--- config.mk ---
export PLATFORM = sky130hd
export DESIGN_NAME = stc_timer
export DESIGN_NICKNAME = d
export VERILOG_FILES = /design/src/rtl/stc_prescale.v /design/src/rtl/stc_sync.v /design/src/rtl/stc_timer.v
export VERILOG_INCLUDE_DIRS = /design/src /design/src/inc
export SDC_FILE = /design/constraint.sdc
export NUM_CORES = 1
export LEC_CHECK = 0
export ABC_AREA = 1
export BUFFER_PORTS_ARGS = -buffer_cell sky130_fd_sc_hd__buf_2
export CORE_UTILIZATION = 55
export DETAILED_ROUTE_END_ITERATION = 8
export PLACE_DENSITY = 0.74
export SLEW_MARGIN = 20
export SYNTH_ARGS = -nofsm -noshare
export SYNTH_HDL_FRONTEND = slang
export SYNTH_HIERARCHICAL = 1
export SYNTH_SLANG_ARGS = --single-unit
--- constraint.sdc ---
create_clock -name i_clk -period 2.65 [get_ports i_clk]
set_input_delay 0.265 -clock i_clk [delete_from_list [all_inputs] [get_ports i_clk]]
set_output_delay 0.265 -clock i_clk [all_outputs]
set_load 0.02 [all_outputs]
--- src/inc/stc_timer_regs.vh ---
`ifndef STC_TIMER_REGS_VH
`define STC_TIMER_REGS_VH

// Register addresses (chosen; index on the plain port)
`define STC_ADDR_W        2
`define STC_ADDR_CTRL     2'h0
`define STC_ADDR_COUNT    2'h1
`define STC_ADDR_PERIOD   2'h2
`define STC_ADDR_STATUS   2'h3

// Control register layout
`define STC_BIT_RUN       15
`define STC_BIT_IDLE_HALT 13
`define STC_BIT_GATE      6
`define STC_BIT_PS_HI     5
`define STC_BIT_PS_LO     4
`define STC_BIT_CSRC      1
`define STC_CTRL_MASK     16'hA072
`define STC_CTRL_RESET    16'h0000
`define STC_COUNT_RESET   16'h0000
`define STC_PERIOD_RESET  16'hFFFF

// Status register layout
`define STC_BIT_FLAG      0

// Prescale codes
`define STC_PS_1          2'h0
`define STC_PS_8          2'h1
`define STC_PS_64         2'h2
`define STC_PS_256        2'h3
`define STC_PS_CNT_W      8
`define STC_PS_TC_8       8'h07
`define STC_PS_TC_64      8'h3F
`define STC_PS_TC_256     8'hFF

// Instruction cycle is one clock at 25 MHz core rate
`define STC_OSC_PER_CYCLE 4

`endif

--- src/rtl/stc_prescale.v ---
`timescale 1ns/100ps
`include "stc_timer_regs.vh"
// Prescaler: passes every 1st, 8th, 64th or 256th input tick
module stc_prescale (
  input  wire       i_clk,
  input  wire       i_sys_rst,
  input  wire       i_clear,
  input  wire       i_tick,
  input  wire [1:0] i_select,
  output wire       o_tick
);
  reg  [`STC_PS_CNT_W-1:0] cnt_reg;
  reg  [`STC_PS_CNT_W-1:0] cnt_next;
  reg  [`STC_PS_CNT_W-1:0] terminal;
  wire                     at_end;

  always @* begin
    case (i_select)
      `STC_PS_8:   terminal = `STC_PS_TC_8;
      `STC_PS_64:  terminal = `STC_PS_TC_64;
      `STC_PS_256: terminal = `STC_PS_TC_256;
      default:     terminal = {`STC_PS_CNT_W{1'b0}};
    endcase
  end

  assign at_end = (cnt_reg >= terminal);
  assign o_tick = i_tick & at_end;

  always @* begin
    cnt_next = cnt_reg;
    if (i_clear)
      cnt_next = {`STC_PS_CNT_W{1'b0}};
    else if (i_tick)
      cnt_next = at_end ? {`STC_PS_CNT_W{1'b0}} : cnt_reg + 8'h01;
  end

  always @(posedge i_clk) begin
    if (i_sys_rst)
      cnt_reg <= {`STC_PS_CNT_W{1'b0}};
    else
      cnt_reg <= cnt_next;
  end
endmodule

--- src/rtl/stc_sync.v ---
`timescale 1ns/100ps
// Two-sample synchroniser with rising and falling edge detection
module stc_sync (
  input  wire i_clk,
  input  wire i_sys_rst,
  input  wire i_enable,
  input  wire i_pin,
  output wire o_level,
  output wire o_rise,
  output wire o_fall
);
  reg meta_reg;
  reg sync_reg;
  reg last_reg;

  // ----------------------------------------
  // Sampling
  // ----------------------------------------
  // Pin is sampled once per instruction cycle into meta; sync resamples meta a cycle later.
  // Disabled sampling models the synchroniser powered down in Sleep.
  always @(posedge i_clk) begin
    if (i_sys_rst) begin
      meta_reg <= 1'b0;
      sync_reg <= 1'b0;
      last_reg <= 1'b0;
    end else if (i_enable) begin
      meta_reg <= i_pin;
      sync_reg <= meta_reg;
      last_reg <= sync_reg;
    end
  end

  assign o_level = sync_reg;
  assign o_rise  = i_enable & sync_reg & ~last_reg;
  assign o_fall  = i_enable & ~sync_reg & last_reg;
endmodule

--- src/rtl/stc_timer.v ---
// Design decisions made here: the address-and-strobe port and the register addresses.
`timescale 1ns/100ps
`include "stc_timer_regs.vh"
// Function
// - Run bit 15 starts or stops counting
// - Idle-halt bit 13 stops timer in Idle
// - Gate bit 6 reads zero with external clock
// - Prescale bits 5-4 select 1,8,64,256
// - Unimplemented control bits read as zero
// - Bit 1 selects pin or internal clock
// - Internal 1:1 counts once per cycle
// - Sync select has no internal-clock effect
// - External source counts pin rising edges
// - Type C always synchronises count input
// - Pin sampled at two points per cycle (here sampled once per clock into meta_reg)
// - Synchronised counting stops during Sleep
// - Type A unsynchronised counts asynchronously
// - Asynchronous mode runs and wakes in Sleep
// - No asynchronous mode on type C
// - Gated mode counts while pin high
// - Flag on match, or gate fall
// - Prescaler clears on count write, stop
module stc_timer (
  input  wire                   i_clk,
  input  wire                   i_sys_rst,
  input  wire [`STC_ADDR_W-1:0] i_addr,
  input  wire [15:0]            i_wdata,
  input  wire                   i_wr,
  input  wire                   i_rd,
  output reg  [15:0]            o_rdata,
  input  wire                   i_count_input_pin,
  input  wire                   i_idle_mode,
  input  wire                   i_sleep_mode,
  output wire                   o_timer_event_flag,
  output wire                   o_gate_sampled
);
  // ----------------------------------------
  // Registers
  // ----------------------------------------
  reg  [15:0] ctrl_reg;
  reg  [15:0] count_reg;
  reg  [15:0] count_next;
  reg  [15:0] period_reg;
  reg         flag_reg;
  reg         flag_next;

  wire run_bit                 = ctrl_reg[`STC_BIT_RUN];
  wire idle_halt_bit           = ctrl_reg[`STC_BIT_IDLE_HALT];
  wire clock_source_select     = ctrl_reg[`STC_BIT_CSRC];
  wire gated_accumulate_enable = ctrl_reg[`STC_BIT_GATE] & ~clock_source_select;
  wire [1:0] prescale_select   = ctrl_reg[`STC_BIT_PS_HI:`STC_BIT_PS_LO];

  wire wr_ctrl   = i_wr & (i_addr == `STC_ADDR_CTRL);
  wire wr_count  = i_wr & (i_addr == `STC_ADDR_COUNT);
  wire wr_period = i_wr & (i_addr == `STC_ADDR_PERIOD);
  wire wr_status = i_wr & (i_addr == `STC_ADDR_STATUS);

  // ----------------------------------------
  // Enable conditions
  // ----------------------------------------
  // idle halt
  wire idle_stop = i_idle_mode & idle_halt_bit;
  // no bypass, so Sleep always halts this type
  wire sync_on   = ~i_sleep_mode;
  wire active    = run_bit & ~idle_stop & ~i_sleep_mode;

  // ----------------------------------------
  // Pin synchroniser
  // ----------------------------------------
  wire pin_level;
  wire pin_rise;
  wire pin_fall;

  stc_sync u_sync (
    .i_clk     (i_clk),
    .i_sys_rst (i_sys_rst),
    .i_enable  (sync_on),
    .i_pin     (i_count_input_pin),
    .o_level   (pin_level),
    .o_rise    (pin_rise),
    .o_fall    (pin_fall)
  );

  assign o_gate_sampled = pin_level;

  // ----------------------------------------
  // Input tick selection
  // ----------------------------------------
  // source select
  // gate passes ticks while pin high
  reg raw_tick;
  always @* begin
    if (!active)
      raw_tick = 1'b0;
    else if (clock_source_select)
      raw_tick = pin_rise;
    else if (gated_accumulate_enable)
      raw_tick = pin_level;
    else
      raw_tick = 1'b1;
  end

  wire ps_clear = wr_count | ~run_bit;
  wire count_tick;

  stc_prescale u_prescale (
    .i_clk     (i_clk),
    .i_sys_rst (i_sys_rst),
    .i_clear   (ps_clear),
    .i_tick    (raw_tick),
    .i_select  (prescale_select),
    .o_tick    (count_tick)
  );

  // ----------------------------------------
  // Count register
  // ----------------------------------------
  wire at_period = (count_reg == period_reg);

  always @* begin
    count_next = count_reg;
    if (wr_count)
      count_next = i_wdata;
    else if (count_tick) begin
      if (at_period)
        count_next = 16'h0000;
      else
        count_next = count_reg + 16'h0001;
    end
  end

  // ----------------------------------------
  // Event flag
  // ----------------------------------------
  // Match raises flag on the tick that wraps, once per period, except in gated mode.
  wire match_evt = count_tick & at_period & ~gated_accumulate_enable;
  // Gate fall only counts when the timer is actually running.
  wire gate_evt  = active & gated_accumulate_enable & pin_fall;

  always @* begin
    flag_next = flag_reg;
    if (wr_status & ~i_wdata[`STC_BIT_FLAG])
      flag_next = 1'b0;
    if (match_evt | gate_evt)
      flag_next = 1'b1;
  end

  assign o_timer_event_flag = flag_reg;

  // ----------------------------------------
  // Sequential state
  // ----------------------------------------
  always @(posedge i_clk) begin
    if (i_sys_rst) begin
      ctrl_reg   <= `STC_CTRL_RESET;
      count_reg  <= `STC_COUNT_RESET;
      period_reg <= `STC_PERIOD_RESET;
      flag_reg   <= 1'b0;
    end else begin
      if (wr_ctrl)
        ctrl_reg <= i_wdata & `STC_CTRL_MASK;
      if (wr_period)
        period_reg <= i_wdata;
      count_reg <= count_next;
      flag_reg  <= flag_next;
    end
  end

  // ----------------------------------------
  // Read port
  // ----------------------------------------
  reg [15:0] rd_mux;
  always @* begin
    case (i_addr)
      `STC_ADDR_CTRL: begin
        rd_mux = ctrl_reg;
        rd_mux[`STC_BIT_GATE] = gated_accumulate_enable;
      end
      `STC_ADDR_COUNT:  rd_mux = count_reg;
      `STC_ADDR_PERIOD: rd_mux = period_reg;
      `STC_ADDR_STATUS: rd_mux = {15'h0000, flag_reg};
      default:          rd_mux = 16'h0000;
    endcase
  end

  always @(posedge i_clk) begin
    if (i_sys_rst)
      o_rdata <= 16'h0000;
    else if (i_rd)
      o_rdata <= rd_mux;
    else
      o_rdata <= 16'h0000;
  end
endmodule

==> flow_summary_export.csv, run 1 <==
group,metric,value,unit
outcome,status,"finished, final reports clean",
timing,report.final.slew_viol_count,0,
detailed_routing,vias,3492,
floorplan,io_pins,43,
setup_path,path_delay_family,"simple AND/OR/NAND/NOR gates",
layout,fin_util,0.658,
layout,finalInstanceArea,0.00399,sq mm
power,max-vdd-ir-drop,453,uV
yosys,synth_edf_count,0,
timing,maxSlewHeadroom,0.682,
timing,fmaxAchievable,451,MHz
timing,rsz0062_at_grt,"false",
power,leakagePower,1.83,nW
floorplan,die_h,82.3,um
cts,cts_resized,0,
job,maxCapViolCount,0,
cts,cts_htree_levels,3,
timing,tightestPinTransition,0.475,ns
cts,clk_latency,0.35,ns
layout,syn_to_final_growth,12.6,%
floorplan,num_rows,28,
yosys,synthesis.area,0.00354,sq mm
grt,grt_max_degree,23,
yosys,synth.distinct_cells,34,
cts,path_clk_slew,0.07,ns
setup_path,cp_slowest_stage_delay,0.41,ns
setup_path,crit_required,2.92,ns
cts,cts_tree,"built",
detailed_routing,via_per_inst,5.37,
setup_path,cp-start-kind,"flop",
detailed_routing,drt_wl_total,8.90,mm
timing,hold_viol,0,
layout,final_cell_mix,"nand2_1, inv_1, dfxtp_1",
yosys,synthCells,527,
layout,layout.nets,603,
worst_hold_path,hold_depth,3,
grt,groute.usage.overall,0.293,
yosys,synthFlopType,"dfxtp_1",
floorplan,dieArea,0.00677,sq mm
floorplan,fp.dieW,82.3,um
grt,first_global_vias,3146,
yosys,synth_area_per_cell,6.72,sq um
detailed_routing,drt-pass1-iter-count,5,
setup_path,crit_slowest_cell,"dfxtp_1",
power,pwr_density_cell,527,mW/mm^2
place,dpl_cell_area,0.00381,sq mm
cts,hold_buffers,0,
timing,fin_skew,0.0101,ns
yosys,async_flop_share,0,
timing,finalSetupViolCount,0,
yosys,ys_seq_area_frac,0.373,
detailed_routing,ant_nets,0,
setup_path,path_depth,13,
layout,diodes,0,
floorplan,start_util,0.585,
layout,layoutNonFillerInstCount,650,
detailed_routing,drt_iter0_drc,331,
worst_hold_path,hold_class,"in2reg",
layout,layout_commonest_cell,"nand2_1",
setup_path,critPathKind,"reg2reg",
setup_path,reg2reg_depth,13,
setup_path,critPathBufInv,4,
detailed_routing,route.detailed.drc,0,
cts,cts_buffers,9,
setup_path,cp_data_arrival_time,2.49,ns
setup_path,end_kind,"flop",
place,gp_congestion,0.864,
setup_path,crit_chain,"inv_1, ha_1, a21oi_1, nor2_1, nor3_1, nand2_1, nand2_1, inv_1, inv_1, nand2_2, o21ai_0, inv_1, a21oi_1",
yosys,yosysWarnings,6,
place,portBuffers,42,
floorplan,coreArea,0.00606,sq mm
timing,finalSetupTns,0,ns
timing,period_share,0.837,
place,dp_hpwl,6.24,mm
timing,min_period,2.22,ns
detailed_routing,avgRoutedWirePerCell,13.7,um
cts,root_buffer,"clkbuf_8",
yosys,syn_nets,560,
yosys,ys_ff_latch,66,
cts,cts_setup_buffers,0,
layout,drive_above_1_share,0.151,
cts,cts_sinks,66,
setup_path,critPathMaxFanout,16,
grt,grt_first_pass_wirelength,14.8,mm
grt,grt_overflow,0,
layout,nFillCells,559,
grt,antenna_found_initial,0,
setup_path,cp_common_cell,"inv_1",
cts,clockBufferDepth,2,
place,placed_cells,634,
## cells by family after synthesis
logic type                 synth area share
buffers and inverters                 0.113
and+or+nand+nor                       0.312
AOI/OAI and AO/OA                     0.143
DFF                                   0.373
xor gates and xnor gates             0.0272
adders and majority gates            0.0282
muxes                               0.00282
## worst paths after layout
| kind | slack (ns) | to | from |
|---|---|---|---|
| max reg2reg | 0.43 | count_reg[11]$_SDFFE_PP0P_ | ctrl_reg[5]$_SDFFE_PP0P_ |
| min | 0.14 | u_sync/meta_reg$_SDFFE_PP0P_ | i_count_input_pin |
| min reg2reg | 0.46 | ctrl_reg[6]$_SDFFE_PP0P_ | ctrl_reg[6]$_SDFFE_PP0P_ |
| max | 0.43 | count_reg[11]$_SDFFE_PP0P_ | ctrl_reg[5]$_SDFFE_PP0P_ |
## tightest hold or removal path, cell delays in order
cell	delay (ns)
buf_2	0.07
nor2_1	0.03
nor2_1	0.08
## cell usage after synthesis (all sizes together), types with 4 or more instances
cell type  instances  area, sq um
a21oi             34          174
buf                8         51.3
clkbuf             8         30.0
dfxtp             66         1320
ha                 8          100
inv               85          319
nand2            152          591
nand3             29          150
nand4             14         87.6
nor2              53          241
nor3               4         25.0
o211ai            16          120
o21ai             23          115
o221ai             6         52.6
o22ai              4         25.0
xor2               8         70.1
## routing by layer
layer  global-route usage  wire, um  vias up
met2                0.449      3890      140
met3               0.0582       565       21
li1                     -         -     1772
met5                    0         0        -
met1                0.392      4220     1559
met4                0.139       225        0
## metrics by stage
stage	hold WS [ns]	total power [W]	setup slack [ns]
floorplan	0.327	0.00123	0.787
global placement	0.438	0.00130	0.647
detailed placement	0.448	0.00131	0.525
CTS	0.143	0.00211	0.473
global route	0.145	0.00219	0.257
finish	0.141	0.00210	0.432
## where the power goes
part / leakage [nW] / internal (W) / total, W / switching (W)
Clock: 0.0914 / 0.000433 / 0.000812 / 0.000378
Combinational: 1.20 / 0.0000797 / 0.000235 / 0.000155
Sequential: 0.538 / 0.00103 / 0.00106 / 0.0000299
Total: 1.83 / 0.00154 / 0.00210 / 0.000563
## layout make-up
type                       instances  area, sq um  share of cell area
timing repair buffer              48          255              0.0640
sequential                        66         1320               0.331
clock buffer                      13          139              0.0348
tap                               75         93.8              0.0235
inverter                          85          319              0.0800
multi-input combinational        360         1820               0.457
clock inverter                     3         40.0              0.0100
Note: power is estimated with default switching activity, not from simulation.
==> inputs of run 2 (changes only) <==
--- a/config.mk
+++ b/config.mk
@@ -8,9 +8,9 @@
 export LEC_CHECK = 0
 export ABC_AREA = 1
 export BUFFER_PORTS_ARGS = -buffer_cell sky130_fd_sc_hd__buf_2
-export CORE_UTILIZATION = 55
+export CORE_UTILIZATION = 52
 export DETAILED_ROUTE_END_ITERATION = 8
-export PLACE_DENSITY = 0.74
+export PLACE_DENSITY = 0.73
 export SLEW_MARGIN = 20
 export SYNTH_ARGS = -nofsm -noshare
 export SYNTH_HDL_FRONTEND = slang
==> constraint.sdc (replaced) <==
create_clock -name i_clk -period 1.9 [get_ports i_clk]
set_input_delay 0.19 -clock i_clk [delete_from_list [all_inputs] [get_ports i_clk]]
set_output_delay 0.19 -clock i_clk [all_outputs]
set_load 0.02 [all_outputs]
==> flow_summary_export.csv, run 2 (synthesis gave the netlist of run 1 again) <==
group,metric,value,unit
cts,cts_sinks,66,
power,leakagePower,1.97,nW
setup_path,critPathKind,"reg2reg",
detailed_routing,vias,3565,
floorplan,io_pins,43,
cts,cts_tree,"built",
grt,grt_max_degree,23,
timing,min_period,1.91,ns
timing,fin_skew,0.0109,ns
timing,report.final.slew_viol_count,0,
floorplan,dieArea,0.00715,sq mm
setup_path,cp_data_arrival_time,2.15,ns
outcome,violations,"DRC, setup timing",
setup_path,cp-start-kind,"flop",
floorplan,start_util,0.549,
detailed_routing,drt-pass1-iter-count,7,
grt,grt_overflow,0,
layout,layout.nets,622,
cts,cts_buffers,9,
power,p_sw_frac,0.285,
outcome,status,"complete, but fails checks",
cts,clk_latency,0.36,ns
power,max-vdd-ir-drop,457,uV
timing,period_share,1.00,
place,dp_hpwl,6.14,mm
floorplan,fp.dieW,84.6,um
power,switchingPower,0.000825,W
detailed_routing,route.detailed.drc,6,
timing,rsz0062_at_grt,"true",
floorplan,coreArea,0.00646,sq mm
detailed_routing,avgRoutedWirePerCell,13.4,um
layout,diodes,0,
timing,maxSlewHeadroom,0.758,
timing,finalSetupViolCount,2,
layout,drive_above_1_share,0.236,
cts,path_clk_slew,0.08,ns
setup_path,crit_required,2.14,ns
layout,multi_input_area,0.00200,sq mm
power,p_clk_frac,0.364,
timing,tightestPinTransition,0.362,ns
layout,final_cell_mix,"nand2_1, inv_1, dfxtp_1",
power,p_seq_frac,0.510,
detailed_routing,ant_nets,0,
detailed_routing,drt_iter0_drc,286,
detailed_routing,via_per_inst,5.31,
grt,groute.usage.overall,0.260,
detailed_routing,drt_wl_total,8.99,mm
grt,antenna_found_initial,0,
power,power.internal,0.00207,W
layout,layout_commonest_cell,"nand2_1",
layout,finalInstanceArea,0.00432,sq mm
timing,fmaxAchievable,524,MHz
setup_path,critPathMaxFanout,8,
layout,syn_to_final_growth,21.9,%
worst_hold_path,hold_depth,3,
place,pre_cts_ws,-0.151,ns
worst_hold_path,hold_class,"in2reg",
cts,clockBufferDepth,2,
place,portBuffers,42,
layout,nFillCells,577,
job,maxCapViolCount,0,
layout,regArea,0.00133,sq mm
cts,root_buffer,"clkbuf_8",
power,p_comb_frac,0.127,
floorplan,num_rows,29,
place,gp_congestion,0.866,
setup_path,end_kind,"flop",
grt,first_global_vias,3104,
place,dpl_cell_area,0.00390,sq mm
timing,setup_ws,-0.00783,ns
grt,grt_first_pass_wirelength,14.6,mm
floorplan,die_h,84.6,um
power,pwr_density_cell,671,mW/mm^2
setup_path,reg2reg_depth,16,
timing,hold_viol,0,
cts,cts_htree_levels,3,
## run 2: routing by layer
| metal | track usage | vias to the layer above | wire length (um) |
|---|---|---|---|
| met2 | 0.407 | 132 | 4070 |
| met5 | 0 | - | 0 |
| met4 | 0.0955 | 0 | 157 |
| met1 | 0.353 | 1604 | 4120 |
| met3 | 0.0590 | 17 | 641 |
| li1 | - | 1812 | - |
## run 2: what timing repair did
| action | in CTS | in global routing |
|---|---|---|
| pin swaps | 5 | 17 |
| hold buffers | 0 | 0 |
| gates resized for setup | 15 | 38 |
| cloned | 2 | 0 |
| setup buffers | 0 | 5 |
| endpoints found under the setup margin | 16 | 18 |
## run 2: worst max-delay path: stages, from the launching register on
cell        delay (ns)
dfxtp_4           0.37
nor2_4            0.13
ha_4              0.21
inv_2             0.04
nand2_1           0.04
nand2_1           0.05
nand2_1           0.06
nand2_1           0.06
nand2_1           0.06
nand2_1           0.05
nand2_1           0.06
nand2_2           0.08
inv_2             0.06
nand2_4           0.09
clkinvlp_4        0.21
nand4_1           0.15
a21oi_1           0.07
## run 2: area by class of cell
class / count / share of cell area
Clock inverter: 5 / 0.00695
Inverter: 85 / 0.0751
Multi-Input combinational cell: 361 / 0.463
Tap cell: 77 / 0.0223
Sequential cell: 66 / 0.308
Timing Repair inverter: 1 / 0.00174
Clock buffer: 11 / 0.0327
Timing Repair Buffer: 65 / 0.0895
## run 2: through the flow
| step | total power (W) | utilization | cells | hold WS, ns | setup TNS [ns] |
|---|---|---|---|---|---|
| 2_1_floorplan | 0.00171 | - | 527 | 0.252 | 0 |
| 3_3_place_gp | 0.00183 | 0.604 | 648 | 0.419 | -0.793 |
| 3_5_place_dp | 0.00184 | 0.604 | 648 | 0.427 | -1.83 |
| 4_1_cts | 0.00289 | 0.640 | 666 | 0.0505 | -0.00196 |
| 5_1_grt | 0.00303 | 0.669 | 671 | 0.0595 | -1.86 |
| 6_report | 0.00290 | 0.669 | 671 | 0.0571 | -0.0121 |
## run 2: final timing paths
kind,end,from,slack (ns)
min reg2reg,ctrl_reg[6]$_SDFFE_PP0P_,ctrl_reg[6]$_SDFFE_PP0P_,0.46
min,u_sync/meta_reg$_SDFFE_PP0P_,i_count_input_pin,0.06
max,count_reg[13]$_SDFFE_PP0P_,ctrl_reg[4]$_SDFFE_PP0P_,-0.008
max reg2reg,count_reg[13]$_SDFFE_PP0P_,ctrl_reg[4]$_SDFFE_PP0P_,-0.008
## run 2: power groups by stage
| stage | combinational (W) | clock (W) | sequential (W) |
|---|---|---|---|
| detailed placement | 0.000332 | 0 | 0.00150 |
| CTS | 0.000341 | 0.00107 | 0.00147 |
| global placement | 0.000328 | 0 | 0.00150 |
| global route | 0.000409 | 0.00114 | 0.00148 |
| floorplan | 0.000203 | 0 | 0.00151 |
| finish | 0.000367 | 0.00105 | 0.00148 |
